==> config.mk <==
export PLATFORM = sky130hd
export DESIGN_NAME = ftc_top
export DESIGN_NICKNAME = d
export VERILOG_FILES = /design/src/ftc_pkg.sv /design/src/ftc_interp.sv /design/src/ftc_par_read.sv /design/src/ftc_top.sv
export SDC_FILE = /design/constraint.sdc
export NUM_CORES = 2
export LEC_CHECK = 0
export BUFFER_PORTS_ARGS = -buffer_cell sky130_fd_sc_hd__buf_2
export CAP_MARGIN = 20
export CORE_ASPECT_RATIO = 2
export CORE_MARGIN = 3
export CORE_UTILIZATION = 45
export CTS_CLUSTER_DIAMETER = 150
export CTS_CLUSTER_SIZE = 40
export DETAILED_ROUTE_END_ITERATION = 7
export PLACE_DENSITY_LB_ADDON = 0.12
export SLEW_MARGIN = 5
export SYNTH_ARGS = -nofsm -noshare
export SYNTH_HDL_FRONTEND = slang
export SYNTH_SLANG_ARGS = --single-unit
==> constraint.sdc <==
create_clock -name ref_clk_i -period 14.1 [get_ports ref_clk_i]
set_clock_uncertainty 0.2 [all_clocks]
set_input_delay 2.115 -clock ref_clk_i [delete_from_list [all_inputs] [get_ports ref_clk_i]]
set_output_delay 2.115 -clock ref_clk_i [all_outputs]
set_load 0.03 [all_outputs]
==> src/ftc_pkg.sv <==
// Shared constants, types and helpers of the feedback and time-base conversion block
package ftc_pkg;
    // ==========================================================
    // Widths
    localparam int DW = 24;
    localparam int AW = 8;

    // ==========================================================
    // Register offsets
    localparam logic [AW-1:0] OFF_PAR_SETUP = 8'h00;
    localparam logic [AW-1:0] OFF_PAR_MASK  = 8'h04;
    localparam logic [AW-1:0] OFF_PAR_MAXC  = 8'h08;
    localparam logic [AW-1:0] OFF_PAR_RES   = 8'h0C;
    localparam logic [AW-1:0] OFF_TB_SETUP  = 8'h10;
    localparam logic [AW-1:0] OFF_TB_SCALE  = 8'h14;
    localparam logic [AW-1:0] OFF_TB_PREV   = 8'h18;
    localparam logic [AW-1:0] OFF_TB_RES    = 8'h1C;
    localparam logic [AW-1:0] OFF_XDCR_TIME = 8'h20;

    // ==========================================================
    // Reset values
    localparam logic [DW-1:0] RST_PAR_SETUP = 24'h60_0000;
    localparam logic [DW-1:0] RST_PAR_MASK  = 24'hFF_FFFF;
    localparam logic [DW-1:0] RST_PAR_MAXC  = 24'h00_0400;
    localparam logic [DW-1:0] RST_TB_SETUP  = 24'h90_0000;
    localparam logic [DW-1:0] RST_TB_SCALE  = 24'h00_0200;

    // ==========================================================
    // Method and shift digits
    localparam logic [3:0] M_Y_RAW  = 4'h2;
    localparam logic [3:0] M_Y_FILT = 4'h3;
    localparam logic [3:0] M_TB     = 4'h4;
    localparam logic [3:0] M_X_RAW  = 4'h6;
    localparam logic [3:0] M_X_FILT = 4'h7;
    localparam logic [3:0] M_FROZEN = 4'h9;
    localparam logic [3:0] M_RUN    = 4'hA;
    localparam logic [3:0] M_ARMED  = 4'hB;
    localparam logic [3:0] SH_NORM  = 4'h0;
    localparam logic [3:0] SH_NONE  = 4'h8;
    localparam logic [3:0] SH_RIGHT = 4'hC;
    localparam int SH_LEFT_BITS  = 5;
    localparam int SH_RIGHT_BITS = 3;

    // ==========================================================
    // Source map and timing
    localparam logic [15:0] TIMER_ADDR     = 16'hFF00;
    localparam logic [15:0] CAP_OFFSET     = 16'h0003;
    localparam int          FRAC_BITS      = 5;
    localparam int          CLK_MHZ        = 125;
    localparam int          TIMER_MHZ      = 120;
    localparam int          EXCITE_NS      = 1000;
    localparam int          EXCITE_CYC     = (EXCITE_NS * CLK_MHZ) / 1000;
    localparam int          SERVO_NS       = 442000;
    localparam int          SERVO_CYC_DEF  = (SERVO_NS * CLK_MHZ) / 1000;

    // ==========================================================
    // Types
    typedef struct packed {
        logic [3:0]  method;
        logic [3:0]  shift;
        logic [15:0] addr;
    } ftc_setup_t;

    typedef struct packed {
        logic        rd;
        logic        xside;
        logic [15:0] addr;
    } ftc_src_req_t;

    typedef enum {S_IDLE, S_PAR_W, S_TB_W, S_CAP_W, S_DIV, S_CALC} ftc_seq_t;

    // Truncated 2 * scale * difference, shared by the untriggered and running modes
    function automatic logic [DW-1:0] ftc_scale_diff(input logic [DW-1:0] scale,
                                                     input logic [DW-1:0] diff);
        logic signed [2*DW-1:0] prod;
        prod = $signed(scale) * $signed(diff);
        return {prod[DW-2:0], 1'b0};
    endfunction : ftc_scale_diff
endpackage : ftc_pkg

==> src/ftc_interp.sv <==
// Period-based count extension: fraction = 32 * since / between
`timescale 1ns/1ps
module ftc_interp (
    input  wire logic        ref_clk_i,
    input  wire logic        sys_rst_i,
    input  wire logic        start_i,
    input  wire logic [15:0] since_i,
    input  wire logic [15:0] between_i,
    output logic      [4:0]  frac_o,
    output logic             done_o
);
    import ftc_pkg::*;

    logic [16:0] rem_q;
    logic [4:0]  quo_q;
    logic [2:0]  cnt_q;
    logic        busy_q;
    logic [16:0] rem_sh;

    assign rem_sh = {rem_q[15:0], 1'b0};
    assign frac_o = quo_q;

    // ==========================================================
    // Restoring divider, one fraction bit per cycle
    always_ff @(posedge ref_clk_i) begin
        if (sys_rst_i) begin
            rem_q  <= '0;
            quo_q  <= '0;
            cnt_q  <= '0;
            busy_q <= 1'b0;
            done_o <= 1'b0;
        end else begin
            done_o <= 1'b0;
            if (start_i) begin
                rem_q  <= {1'b0, since_i};
                quo_q  <= '0;
                cnt_q  <= 3'(FRAC_BITS);
                busy_q <= 1'b1;
                // Saturate rather than wrap when the count is overdue
                if (between_i == 16'h0000 || since_i >= between_i) begin
                    quo_q  <= 5'h1F;
                    busy_q <= 1'b0;
                    done_o <= 1'b1;
                end
            end else if (busy_q) begin
                if (rem_sh >= {1'b0, between_i}) begin
                    rem_q <= rem_sh - {1'b0, between_i};
                    quo_q <= {quo_q[3:0], 1'b1};
                end else begin
                    rem_q <= rem_sh;
                    quo_q <= {quo_q[3:0], 1'b0};
                end
                cnt_q <= cnt_q - 3'd1;
                if (cnt_q == 3'd1) begin
                    busy_q <= 1'b0;
                    done_o <= 1'b1;
                end
            end
        end
    end
endmodule : ftc_interp

==> src/ftc_par_read.sv <==
// Parallel-read conversion: mask, optional slew limit, shift
`timescale 1ns/1ps
module ftc_par_read (
    input  wire logic [ftc_pkg::DW-1:0] raw_i,
    input  wire logic [ftc_pkg::DW-1:0] mask_i,
    input  wire logic [ftc_pkg::DW-1:0] maxc_i,
    input  wire logic [ftc_pkg::DW-1:0] held_i,
    input  wire logic [3:0]             shift_i,
    input  wire logic                   filt_i,
    output logic      [ftc_pkg::DW-1:0] held_o,
    output logic      [ftc_pkg::DW-1:0] result_o
);
    import ftc_pkg::*;

    logic        [DW-1:0] masked;
    logic signed [DW-1:0] delta;
    logic signed [DW-1:0] lim;

    // ==========================================================
    // Slew limit
    always_comb begin
        masked = raw_i & mask_i;
        delta  = $signed(masked - held_i);
        lim    = delta;
        if (delta > $signed(maxc_i)) begin
            lim = $signed(maxc_i);
        end else if (delta < -$signed(maxc_i)) begin
            lim = -$signed(maxc_i);
        end
        // Bad echoes move the output by at most the limit per cycle
        held_o = filt_i ? held_i + DW'(lim) : masked;
    end

    // ==========================================================
    // Shift
    always_comb begin
        case (shift_i & 4'hE)
            SH_NONE:  result_o = held_o;
            SH_RIGHT: result_o = DW'($signed(held_o) >>> SH_RIGHT_BITS);
            default:  result_o = held_o << SH_LEFT_BITS;
        endcase
    end
endmodule : ftc_par_read

==> src/ftc_top.sv <==
// Servo-cycle conversion entries: one parallel read, one time base, transducer timer
//
// How it works
// - X-side node word read unfiltered; no-shift digit passes it unshifted.
// - Emit excitation pulse, time echo with 120 MHz count, read as absolute.
// - Transducer entry limits per-cycle output change to the third-line value.
// - Latched inputs read as filtered Y words; digit 0 shifts, 8 does not.
// - Time-base entry differentiates and scales its source every servo cycle.
// - Two setup words and two results: saved previous value, final rate.
// - Method 4 in bits 20-23 selects untriggered; source in bits 0-15.
// - Untriggered result is 2 times scale times new minus old source.
// - Triggered uses method 9, A or B; source is channel base address.
// - Running output is 64 times scale times whole-count difference.
// - Triggered count is extended by period interpolation to 1/32 count.
// - Triggered entry has frozen, armed and running states from its method.
// - Frozen entry reads captured position every cycle to rearm capture.
// - Frozen result is forced to zero.
// - Armed entry polls trigger; on it, goes running from captured position.
// - Armed result is held at zero.
//
// Chosen here: the strobed register port and the placing of the registers.
`timescale 1ns/1ps
module ftc_top #(
    parameter int SERVO_CYC = ftc_pkg::SERVO_CYC_DEF
) (
    input  wire logic                   ref_clk_i,
    input  wire logic                   sys_rst_i,
    input  wire logic [ftc_pkg::AW-1:0] reg_addr_i,
    input  wire logic [ftc_pkg::DW-1:0] reg_wdata_i,
    input  wire logic                   reg_wr_i,
    input  wire logic                   reg_rd_i,
    output logic      [ftc_pkg::DW-1:0] reg_rdata_o,
    output ftc_pkg::ftc_src_req_t       src_req_o,
    input  wire logic [ftc_pkg::DW-1:0] src_data_i,
    input  wire logic                   trig_i,
    input  wire logic [15:0]            enc_since_i,
    input  wire logic [15:0]            enc_between_i,
    output logic                        magnetostrictive_transducer_excite_o,
    input  wire logic                   magnetostrictive_transducer_echo_i,
    output logic                        servo_tick_o,
    output logic      [ftc_pkg::DW-1:0] par_result_o,
    output logic      [ftc_pkg::DW-1:0] coord_timebase_pointer_o
);
    import ftc_pkg::*;

    // ==========================================================
    // Registers and state
    ftc_setup_t    par_setup_q;
    logic [DW-1:0] par_mask_q;
    logic [DW-1:0] par_maxc_q;
    logic [DW-1:0] par_held_q;
    ftc_setup_t    tb_setup_q;
    logic [DW-1:0] rate_scale_word_q;
    logic [DW-1:0] tb_prev_q;
    logic [3:0]    tb_meth_q;
    logic [DW-1:0] par_raw_q;
    logic [DW-1:0] tb_raw_q;
    logic [DW-1:0] cap_raw_q;
    logic [DW-1:0] xdcr_time_q;
    logic [DW-1:0] xdcr_cnt_q;
    logic          xdcr_run_q;
    logic [15:0]   exc_cnt_q;
    logic [7:0]    phase_q;
    logic          tmr_en_q;
    logic [2:0]    echo_sync_q;
    logic [31:0]   tick_cnt_q;
    ftc_seq_t      seq_q;
    logic          div_start_q;

    logic [DW-1:0] par_held_d;
    logic [DW-1:0] par_res_d;
    logic [DW-1:0] par_src;
    logic          trig_entry;
    logic [4:0]    frac;
    logic          div_done;
    logic [DW-1:0] ext_new;
    logic [DW-1:0] ext_cap;
    logic          hw_run;

    assign trig_entry = (tb_meth_q == M_FROZEN) || (tb_meth_q == M_RUN) ||
                        (tb_meth_q == M_ARMED);
    assign par_src    = (par_setup_q.addr == TIMER_ADDR) ? xdcr_time_q : par_raw_q;
    // Extended count in 1/32 count units
    assign ext_new    = {tb_raw_q[DW-FRAC_BITS-1:0], frac};
    assign ext_cap    = {cap_raw_q[DW-FRAC_BITS-1:0], {FRAC_BITS{1'b0}}};
    assign hw_run     = (seq_q == S_CALC) && (tb_meth_q == M_ARMED) && trig_i;

    // ==========================================================
    // Servo cycle divider
    always_ff @(posedge ref_clk_i) begin
        if (sys_rst_i) begin
            tick_cnt_q   <= '0;
            servo_tick_o <= 1'b0;
        end else begin
            servo_tick_o <= (tick_cnt_q == 32'(SERVO_CYC - 1));
            tick_cnt_q   <= (tick_cnt_q == 32'(SERVO_CYC - 1)) ? '0 : tick_cnt_q + 32'd1;
        end
    end

    // ==========================================================
    // Transducer timer: 120 MHz rate taken from 125 MHz by phase stepping
    always_ff @(posedge ref_clk_i) begin
        if (sys_rst_i) begin
            phase_q  <= '0;
            tmr_en_q <= 1'b0;
        end else if (phase_q + 8'(TIMER_MHZ) >= 8'(CLK_MHZ)) begin
            phase_q  <= phase_q + 8'(TIMER_MHZ) - 8'(CLK_MHZ);
            tmr_en_q <= 1'b1;
        end else begin
            phase_q  <= phase_q + 8'(TIMER_MHZ);
            tmr_en_q <= 1'b0;
        end
    end

    always_ff @(posedge ref_clk_i) begin
        if (sys_rst_i) begin
            echo_sync_q <= '0;
        end else begin
            echo_sync_q <= {echo_sync_q[1:0], magnetostrictive_transducer_echo_i};
        end
    end

    always_ff @(posedge ref_clk_i) begin
        if (sys_rst_i) begin
            exc_cnt_q                            <= '0;
            magnetostrictive_transducer_excite_o <= 1'b0;
            xdcr_cnt_q                           <= '0;
            xdcr_run_q                           <= 1'b0;
            xdcr_time_q                          <= '0;
        end else begin
            if (servo_tick_o) begin
                exc_cnt_q                            <= 16'(EXCITE_CYC);
                magnetostrictive_transducer_excite_o <= 1'b1;
                xdcr_cnt_q                           <= '0;
                xdcr_run_q                           <= 1'b1;
            end else begin
                if (exc_cnt_q != 16'h0000) begin
                    exc_cnt_q <= exc_cnt_q - 16'd1;
                end
                magnetostrictive_transducer_excite_o <= (exc_cnt_q > 16'd1);
                if (xdcr_run_q && echo_sync_q[1] && !echo_sync_q[2]) begin
                    // Interval to echo is the absolute position
                    xdcr_time_q <= xdcr_cnt_q;
                    xdcr_run_q  <= 1'b0;
                end else if (xdcr_run_q && tmr_en_q) begin
                    xdcr_cnt_q <= xdcr_cnt_q + 24'h00_0001;
                end
            end
        end
    end

    // ==========================================================
    // Sequencer: parallel source, time-base source, capture, interpolate, compute
    always_ff @(posedge ref_clk_i) begin
        if (sys_rst_i) begin
            seq_q       <= S_IDLE;
            src_req_o   <= '0;
            tb_meth_q   <= '0;
            div_start_q <= 1'b0;
            par_raw_q   <= '0;
            tb_raw_q    <= '0;
            cap_raw_q   <= '0;
        end else begin
            src_req_o.rd <= 1'b0;
            div_start_q  <= 1'b0;
            case (seq_q)
                S_IDLE: begin
                    if (servo_tick_o) begin
                        // Method sampled once per cycle so a mid-cycle write waits
                        tb_meth_q       <= tb_setup_q.method;
                        src_req_o.rd    <= 1'b1;
                        src_req_o.xside <= (par_setup_q.method == M_X_RAW) ||
                                           (par_setup_q.method == M_X_FILT);
                        src_req_o.addr  <= par_setup_q.addr;
                        seq_q           <= S_PAR_W;
                    end
                end
                S_PAR_W: begin
                    par_raw_q       <= src_data_i;
                    src_req_o.rd    <= 1'b1;
                    src_req_o.xside <= 1'b1;
                    src_req_o.addr  <= tb_setup_q.addr;
                    seq_q           <= S_TB_W;
                end
                S_TB_W: begin
                    tb_raw_q <= src_data_i;
                    if (trig_entry) begin
                        // Reading the capture register rearms the capture logic
                        src_req_o.rd    <= 1'b1;
                        src_req_o.xside <= 1'b1;
                        src_req_o.addr  <= tb_setup_q.addr + CAP_OFFSET;
                        seq_q           <= S_CAP_W;
                    end else begin
                        seq_q <= S_CALC;
                    end
                end
                S_CAP_W: begin
                    cap_raw_q   <= src_data_i;
                    div_start_q <= 1'b1;
                    seq_q       <= S_DIV;
                end
                S_DIV: begin
                    if (div_done) begin
                        seq_q <= S_CALC;
                    end
                end
                S_CALC: begin
                    seq_q <= S_IDLE;
                end
                default: begin
                    seq_q <= S_IDLE;
                end
            endcase
        end
    end

    ftc_interp u_interp (
        .ref_clk_i (ref_clk_i),
        .sys_rst_i (sys_rst_i),
        .start_i   (div_start_q),
        .since_i   (enc_since_i),
        .between_i (enc_between_i),
        .frac_o    (frac),
        .done_o    (div_done)
    );

    ftc_par_read u_par (
        .raw_i    (par_src),
        .mask_i   (par_mask_q),
        .maxc_i   (par_maxc_q),
        .held_i   (par_held_q),
        .shift_i  (par_setup_q.shift),
        .filt_i   (par_setup_q.method == M_Y_FILT || par_setup_q.method == M_X_FILT),
        .held_o   (par_held_d),
        .result_o (par_res_d)
    );

    // ==========================================================
    // Parallel entry result
    always_ff @(posedge ref_clk_i) begin
        if (sys_rst_i) begin
            par_held_q   <= '0;
            par_result_o <= '0;
        end else if (seq_q == S_CALC) begin
            par_held_q   <= par_held_d;
            par_result_o <= par_res_d;
        end
    end

    // ==========================================================
    // Time-base entry results
    always_ff @(posedge ref_clk_i) begin
        if (sys_rst_i) begin
            tb_prev_q                <= '0;
            coord_timebase_pointer_o <= '0;
        end else if (seq_q == S_CALC) begin
            case (tb_meth_q)
                M_TB: begin
                    tb_prev_q                <= tb_raw_q;
                    coord_timebase_pointer_o <= ftc_scale_diff(rate_scale_word_q,
                                                               tb_raw_q - tb_prev_q);
                end
                M_RUN: begin
                    tb_prev_q                <= ext_new;
                    // 2 * scale per 1/32 count equals 64 * scale per count
                    coord_timebase_pointer_o <= ftc_scale_diff(rate_scale_word_q,
                                                               ext_new - tb_prev_q);
                end
                M_ARMED: begin
                    if (trig_i) begin
                        tb_prev_q <= ext_cap;
                    end
                    coord_timebase_pointer_o <= '0;
                end
                default: begin
                    coord_timebase_pointer_o <= '0;
                end
            endcase
        end
    end

    // ==========================================================
    // Setup registers; a trigger's switch to running beats a same-cycle write
    always_ff @(posedge ref_clk_i) begin
        if (sys_rst_i) begin
            par_setup_q       <= RST_PAR_SETUP;
            par_mask_q        <= RST_PAR_MASK;
            par_maxc_q        <= RST_PAR_MAXC;
            tb_setup_q        <= RST_TB_SETUP;
            rate_scale_word_q <= RST_TB_SCALE;
        end else begin
            if (reg_wr_i) begin
                case (reg_addr_i)
                    OFF_PAR_SETUP: par_setup_q       <= reg_wdata_i;
                    OFF_PAR_MASK:  par_mask_q        <= reg_wdata_i;
                    OFF_PAR_MAXC:  par_maxc_q        <= reg_wdata_i;
                    OFF_TB_SETUP:  tb_setup_q        <= reg_wdata_i;
                    OFF_TB_SCALE:  rate_scale_word_q <= reg_wdata_i;
                    default: begin
                    end
                endcase
            end
            if (hw_run) begin
                tb_setup_q.method <= M_RUN;
            end
        end
    end

    // ==========================================================
    // Read port, data one cycle after the strobe
    always_ff @(posedge ref_clk_i) begin
        if (sys_rst_i) begin
            reg_rdata_o <= '0;
        end else if (reg_rd_i) begin
            case (reg_addr_i)
                OFF_PAR_SETUP: reg_rdata_o <= par_setup_q;
                OFF_PAR_MASK:  reg_rdata_o <= par_mask_q;
                OFF_PAR_MAXC:  reg_rdata_o <= par_maxc_q;
                OFF_PAR_RES:   reg_rdata_o <= par_result_o;
                OFF_TB_SETUP:  reg_rdata_o <= tb_setup_q;
                OFF_TB_SCALE:  reg_rdata_o <= rate_scale_word_q;
                OFF_TB_PREV:   reg_rdata_o <= tb_prev_q;
                OFF_TB_RES:    reg_rdata_o <= coord_timebase_pointer_o;
                OFF_XDCR_TIME: reg_rdata_o <= xdcr_time_q;
                default:       reg_rdata_o <= '0;
            endcase
        end else begin
            reg_rdata_o <= '0;
        end
    end
endmodule : ftc_top

# After elaboration in Yosys (flattened, before gate mapping)
# Cells that the tools add are included.
[word_totals]
ramBits = 0
wordCells = 178
reg_bits = 499
output_inout_bits = 92
memories = 0
in_bits = 94
latchBits = 0
mem_bits_ro = 0
[classes]
eq_ne = 29
n_bitwise = 4
mul = 2
muxes = 44
n_div = 0
shift = 0
add_sub_neg = 13
magnitude_cmp = 6
n_reduce_logical = 39
[op_table]
columns = ["operator", "count"]
rows = [
  ["case mux 24 bit (9 select lines)", 1],
  ["case mux 32 bit (5 select lines)", 1],
  ["2-to-1 mux 24 bit", 5],
  ["case mux 24 bit (2 select lines)", 2],
  ["case mux 24 bit (3 select lines)", 1],
  ["subtractor 24 bit", 3],
  ["== test 32 x 2 -> 1 bit, second input constant", 2],
  ["2-to-1 mux 32 bit", 2],
  ["case mux 18 bit (3 select lines)", 1],
  ["multiplier 24 x 24 -> 23 bit", 2],
  ["2-to-1 mux 16 bit", 3],
  ["2-to-1 mux 22 bit", 2],
  ["2-to-1 mux 18 bit", 2],
  ["adder 32 x 1 -> 32 bit, second input constant", 1],
  ["== test 32 x 1 -> 1 bit, second input constant", 1],
  ["== test 32 x 16 -> 1 bit, second input constant", 1],
  ["== test 32 x 3 -> 1 bit, second input constant", 1],
  ["== test 32 x 4 -> 1 bit, second input constant", 1],
  ["== test 8 x 5 -> 1 bit, second input constant", 4],
  ["zero test 32 bit", 1],
  ["adder 24 x 1 -> 24 bit, second input constant", 1],
  ["adder 24 bit", 1],
  ["AND 24 bit", 1],
  ["greater-than comparator 24 bit", 1],
  ["41 further kinds", 96],
]

# Logic depth before layout (Yosys ltp)
[logic_depth]
ltp_word = 10
mapped_depth = 53
depth_no_buf = 50

# Hierarchy
# Synthesis repeated with hierarchy kept, for this count alone.
[unflattened]
cells_unflattened = 5650
hier_area_um2 = 45468.6
[modules_own_cells]
columns = ["mod", "area_per_inst_um2", "cells_per_inst", "seq_area_each_um2", "instances"]
rows = [
  ["ftc_top", 37723.7, 4551, 8868.5, 1],
  ["ftc_par_read", 5245.0, 785, 0.0, 1],
  ["ftc_interp", 2499.9, 314, 520.5, 1],
]

# Worst setup path before layout
# No wires, ideal clock.
[synth_path]
path_kind = "flip-flop to flip-flop"
startpoint = "reg par_setup_q[0] (netlist name)"
endpoint = "reg par_result_o[20] (netlist name)"
path_slack_ns = 4.433
stages_incl_launch_ff = 50
n_path_buf = 3
arrival_time_ns = 9.376
t_required_ns = 13.809
synth_period_minus_slack_ns = 9.667
setup_ns = 0.091
cell_sequence = "dfxtp_1 > nor4b_1 > nand2_1 > nor3_2 > clkbuf_1 > mux2i_1 > nor2b_1 > inv_1 > ha_1 > inv_1 > fa_1 > a21o_1 > a21oi_1 > o21ai_0 > nand3_1 > and2_1 > nor2b_1 > o21ai_0 > [14 not listed] > clkbuf_1 > o21ai_0 > ha_1 > a21o_1 > a21oi_1 > o21ai_0 > a21o_1 > a21oi_1 > o21ai_0 > a2111oi_0 > o21ai_0 > nand2_1 > o21ai_0 > a21oi_1 > xnor3_1 > o21ai_2 > nand3_1 > a311oi_1"
[synth_via]
elab_chain_cells = 10
word_cells_on_any_way = 11
classes_between = "add/sub (2); order compare (2); eq/ne (1); mux (5); bitwise (1)"
[synth_rtl]
columns = ["element", "line_no", "text"]
rows = [
  ["start: declaration", "ftc_top.sv:48", "ftc_setup_t par_setup_q;"],
  ["start signal: assignment", "ftc_top.sv:294", "OFF_PAR_SETUP: par_setup_q <= reg_wdata_i;"],
  ["== test 16 bit *", "ftc_top.sv:82", "assign par_src = (par_setup_q.addr == TIMER_ADDR) ? xdcr_time_q : par_raw_q;"],
  ["2-to-1 mux 24 bit *", "ftc_top.sv:82", ""],
  ["AND 24 bit *", "ftc_par_read.sv:22", "masked = raw_i & mask_i;"],
  ["subtractor 24 bit", "ftc_par_read.sv:23", "delta = $signed(masked - held_i);"],
  ["less-than comparator 24 bit", "ftc_par_read.sv:27", "end else if (delta < -$signed(maxc_i)) begin"],
  ["2-to-1 mux 24 bit", "ftc_par_read.sv:27", ""],
  ["2-to-1 mux 24 bit", "ftc_par_read.sv:25", "if (delta > $signed(maxc_i)) begin"],
  ["adder 24 bit", "ftc_par_read.sv:31", "held_o = filt_i ? held_i + DW'(lim) : masked;"],
  ["2-to-1 mux 24 bit *", "ftc_par_read.sv:31", ""],
  ["case mux 24 bit (2 select lines) *", "ftc_par_read.sv:37", "case (shift_i & 4'hE)"],
  ["end signal: assignment", "ftc_top.sv:246", "par_result_o <= par_res_d;"],
  ["end: declaration", "ftc_top.sv:41", "output logic [ftc_pkg::DW-1:0] par_result_o,"],
]
# Every way passes the cells marked *; elsewhere a longest branch is shown, timed or not.
# A chain may end at the register's enable or synchronous reset.

# Worst setup path after layout
[layout_path]
startpoint = "reg par_setup_q[15] (netlist name)"
endpoint = "reg par_result_o[22] (netlist name)"
# Same word-level chain as after synthesis.

==> impl_summary.log <==
[metrics] drt first-iter violations: 2432
[metrics] Fin. Hold Viols: 0
[metrics] Post-DP Area: 47200 µm²
[metrics] Layout Nets: 6444
[metrics] DRC violations left: 0
[metrics] reg2reg path depth: 47
[metrics] post-synthesis instance area: 45000 µm²
[metrics] sinks on the clock net: 469
[metrics] worst-case clock buffer depth: 3
[metrics] core region area: 98900 µm²
[metrics] sum of buffers and inverters on the critical path: 3
[metrics] relative contribution of sequential cells to total power: 60.1%
[metrics] Worst Tran Pin Value: 1210 ps
[metrics] leakage power: 20.6 nW
[metrics] final critical-path required period: 12100 ps
[metrics] count of standard-cell rows: 163
[metrics] Largest stage delay, worst path: 1070 ps
[metrics] power density over cell area: 48.4 nW/µm²
[metrics] first-pass GRT wire length: 256000 µm
[metrics] max_slew headroom: 18.8%
[metrics] critical path capture point: par_result_o[22]$_SDFFE_PP0N_
[metrics] slowest cell on the critical path: a2111oi_0
[metrics] launch point of the critical path: par_setup_q[15]$_SDFFE_PP0P_
[metrics] number of antenna violations at the first check in global routing: 8
[metrics] CP max FO: 24
[metrics] summed negative setup slack over all endpoints: 0 ps
[metrics] total non-filler cell area in the finished layout: 47700 µm²
[metrics] setup slack on the worst flop-to-flop path: 2000 ps
[metrics] detailed placer's ending HPWL: 138000 µm
[metrics] via count of the first global-routing pass: 40800
[metrics] vertical extent of the die: 453 µm
[metrics] number of warnings issued by yosys: 0
[metrics] Via Count: 39700
[metrics] total of flip-flops plus latches after synthesis: 469
[metrics] CTS hold repair buffers: 0
[metrics] Syn Area/Cell: 8.05 µm²
[metrics] maximum operating frequency: 82.6 MHz
[metrics] sequential element share of the synthesized area: 20.9%
[metrics] max-slew violations: 0
[metrics] floorplan die area: 104000 µm²
[metrics] Via density: 5.75
[metrics] overall routing resource usage: 32.8%
[metrics] logic depth of the worst path, buffers included: 47
[metrics] clock-pin slew reported for the worst setup and hold paths after clock tree synthesis: 150 ps
[metrics] number of enable flip-flop cells after synthesis: 0
[metrics] Syn Inst Count: 5591
[metrics] initial core utilization: 45.5%
[metrics] largest net degree at the start of global routing: 110
[metrics] category of the most critical setup path: reg2reg
[metrics] Post-CTS Setup Inserts: 0
[metrics] clock share of power: 28.0%
[metrics] P&R area growth vs syn: 5.86%
[metrics] Final setup violation count: 0
[metrics] clk root buf: clkbuf_16
[metrics] total wire length: 172000 µm
[metrics] # Max-Cap Violations: 0
[metrics] reg-to-reg startpoint: par_setup_q[15]$_SDFFE_PP0P_
[metrics] placed cell count: 6877
[metrics] worst hold path class: reg2reg
[metrics] Routed wire per std cell: 24.9 µm
[metrics] combined flip-flop and latch cell area: 9400 µm²
[metrics] Net Count, Synth: 6458
[metrics] crit share post-route: 85.8%
[metrics] internal power summed over all cells: 1.67 mW
[metrics] family of cells with the greatest summed delay on the critical path: compound AO/OA/AOI/OAI gates
[metrics] most common cell after layout, fill and taps aside: nand2_1
[metrics] H-Tree Depth: 1
[metrics] clock tree from TritonCTS: done
[metrics] fraction of final layout cells with drive strength greater than 1: 6.24%
[metrics] endpoint type of the worst setup path: flop
[metrics] arrival time of the worst setup path: 12390 ps
[metrics] run status: finished clean
[metrics] commonest register cell after synthesis: dfxtp_1
[metrics] share of total power consumed by net switching: 27.8%
[metrics] part of the total power dissipated in combinational logic: 11.9%
[metrics] maximum vdd drop: 0.104 mV
[metrics] setup repair after global routing missed its margin: false
[metrics] worst reg2reg path endpoint: par_result_o[22]$_SDFFE_PP0N_
[metrics] buffers added on ports: 184
[metrics] ANT nets after route: 0
[metrics] detailed-router iteration count before antenna repair: 6
[metrics] critical path startpoint category: flop
[metrics] post-route insts no fill: 6902
[metrics] num ports: 186
[metrics] most used cell along the critical path: o21ai_0
[metrics] area used by multi-input combinational logic: 32000 µm²
[metrics] count of instances resized after the clock tree is built: 0
[metrics] required time of the worst setup path: 14390 ps
[metrics] Final Core Density: 48.2%
[metrics] ys async rst share: 0%
[metrics] Inserted Clock Buffers: 15
[metrics] net switching power: 0.640 mW
[metrics] die width: 230 µm
[metrics] global route total overflow: 0
[metrics] number of filler cells placed in the layout: 10000
[metrics] worst-skew pair later-pin latency: 610 ps
[metrics] Cell variety after synth: 90
[metrics] gpl congestion: 1.00
[metrics] commonest cells after routing, fill and taps aside: 970 x nand2_1, 679 x inv_1, 464 x dfxtp_1
==> final cells by class <==
class / count / area share [%]
timing repair buffer: 274 / 3.44
clock inverter: 2 / 0.0525
clock buffer: 15 / 0.788
multi-input combinational: 4136 / 67.1
inverter: 681 / 5.36
antenna: 5 / 0.0263
tap: 1320 / 3.47
sequential: 469 / 19.7
==> state kept, by name (all words and copies together), names as in the netlist, 24 cells and up <==
signal / cells
xdcr_cnt_q: 24
rate_scale_word_q: 24
par_mask_q: 24
reg_rdata_o: 24
par_held_q: 24
tb_raw_q: 24
xdcr_time_q: 24
par_result_o: 24
tb_setup_q: 24
tick_cnt_q: 32
par_maxc_q: 24
tb_prev_q: 24
par_raw_q: 24
par_setup_q: 24
==> power groups by stage <==
| stage | logic [mW] | registers (mW) | clock network [mW] |
|---|---|---|---|
| 3_3_place_gp | 0.273 | 1.41 | 0 |
| 2_1_floorplan | 0.193 | 1.41 | 0 |
| 3_5_place_dp | 0.275 | 1.41 | 0 |
| 6_report | 0.275 | 1.39 | 0.645 |
| 5_1_grt | 0.310 | 1.39 | 0.692 |
| 4_1_cts | 0.277 | 1.39 | 0.660 |
==> tightest hold or removal path, cell delays in order, from the launching register on <==
cell,delay (ps)
dfxtp_1,340
nand2_1,50
a21oi_1,50
==> routing by layer <==
metal  GRT usage (%)  wire (µm)  vias up
li1                -          -    18300
met2            61.1      89000     1353
met4            28.4      18800        2
met1            32.0      55900    19500
met3            3.67       8290      551
met5               0         13        -
==> synthesized netlist by cell type, types with 7 or more instances <==
master       n  area [µm²]
a31oi_1     40         250
a22oi_1     49         368
a211oi_1    62         465
a221oi_1    52         455
a21oi_1    396        1980
clkbuf_1   289        1080
inv_1      679        2550
and4_1      13         114
nor3b_1     19         143
or2_2        9        56.3
a2111oi_0   11        96.3
o22a_1       7        61.3
nor4b_1      8        70.1
nand3_1     64         320
o22ai_1      7        43.8
a211o_1     14         123
nand4_1     37         231
or3_1       25         156
xnor3_1      9         203
nor2_1     323        1210
nand2b_1    37         231
xor2_1      98         858
o31ai_1     10        75.1
and2_1     164        1030
nor3_1      69         345
a222oi_1    10         100
o21a_1      30         225
fa_1       393        7870
o21ai_0    140         701
nor2b_1     99         619
ha_1       380        4750
a21boi_0    16         120
xnor2_1    170        1490
o21bai_1    14         105
dfxtp_1    469        9390
mux2i_1    141        1410
buf_1        7        26.3
nand2_1    970        3640
nor4_1      27         169
mux2_2       7        78.8
o211ai_1    33         248
a21o_1      77         578
and3_1      26         163
==> kinds of logic (layout without fill, tap and decap cells) <==
kind of cell | after synthesis | count (layout) | synth area share (%)
AO/OA/AOI/OAI | 1018 | 1018 | 14.4
multiplexers | 148 | 148 | 3.31
flip-flops | 469 | 469 | 20.9
AND/OR/NAND/NOR | 1918 | 1918 | 19.4
buffers and inverters | 986 | 972 | 8.28
XOR/XNOR | 278 | 278 | 5.70
other | 1 | 6 | 0.00833
adder cells (fa/ha/maj) | 773 | 773 | 28.0
==> metrics by stage <==
step / hold WS, ps / power [mW] / setup slack, ps
4_1_cts: 266 / 2.32 / 2270
6_report: 265 / 2.31 / 2000
3_3_place_gp: 238 / 1.69 / 2380
3_5_place_dp: 247 / 1.69 / 2320
5_1_grt: 289 / 2.39 / 1270
2_1_floorplan: 214 / 1.60 / 4430
==> worst min path at each step <==
| stage | from | endpoint | cells past startpoint |
|---|---|---|---|
| after floorplan | echo_sync_q[0]$_SDFF_PP0_ | echo_sync_q[1]$_SDFF_PP0_ | 1 |
| after detailed placement | cap_raw_q[7]$_SDFFE_PP0P_ | cap_raw_q[7]$_SDFFE_PP0P_ | 2 |
| after CTS | cap_raw_q[2]$_SDFFE_PP0P_ | cap_raw_q[2]$_SDFFE_PP0P_ | 2 |
| after global placement | exc_cnt_q[7]$_SDFFE_PP0P_ | exc_cnt_q[7]$_SDFFE_PP0P_ | 2 |
| after global routing | cap_raw_q[2]$_SDFFE_PP0P_ | cap_raw_q[2]$_SDFFE_PP0P_ | 2 |
| final | cap_raw_q[3]$_SDFFE_PP0P_ | cap_raw_q[3]$_SDFFE_PP0P_ | 2 |
(Power assumes the default switching activity.)
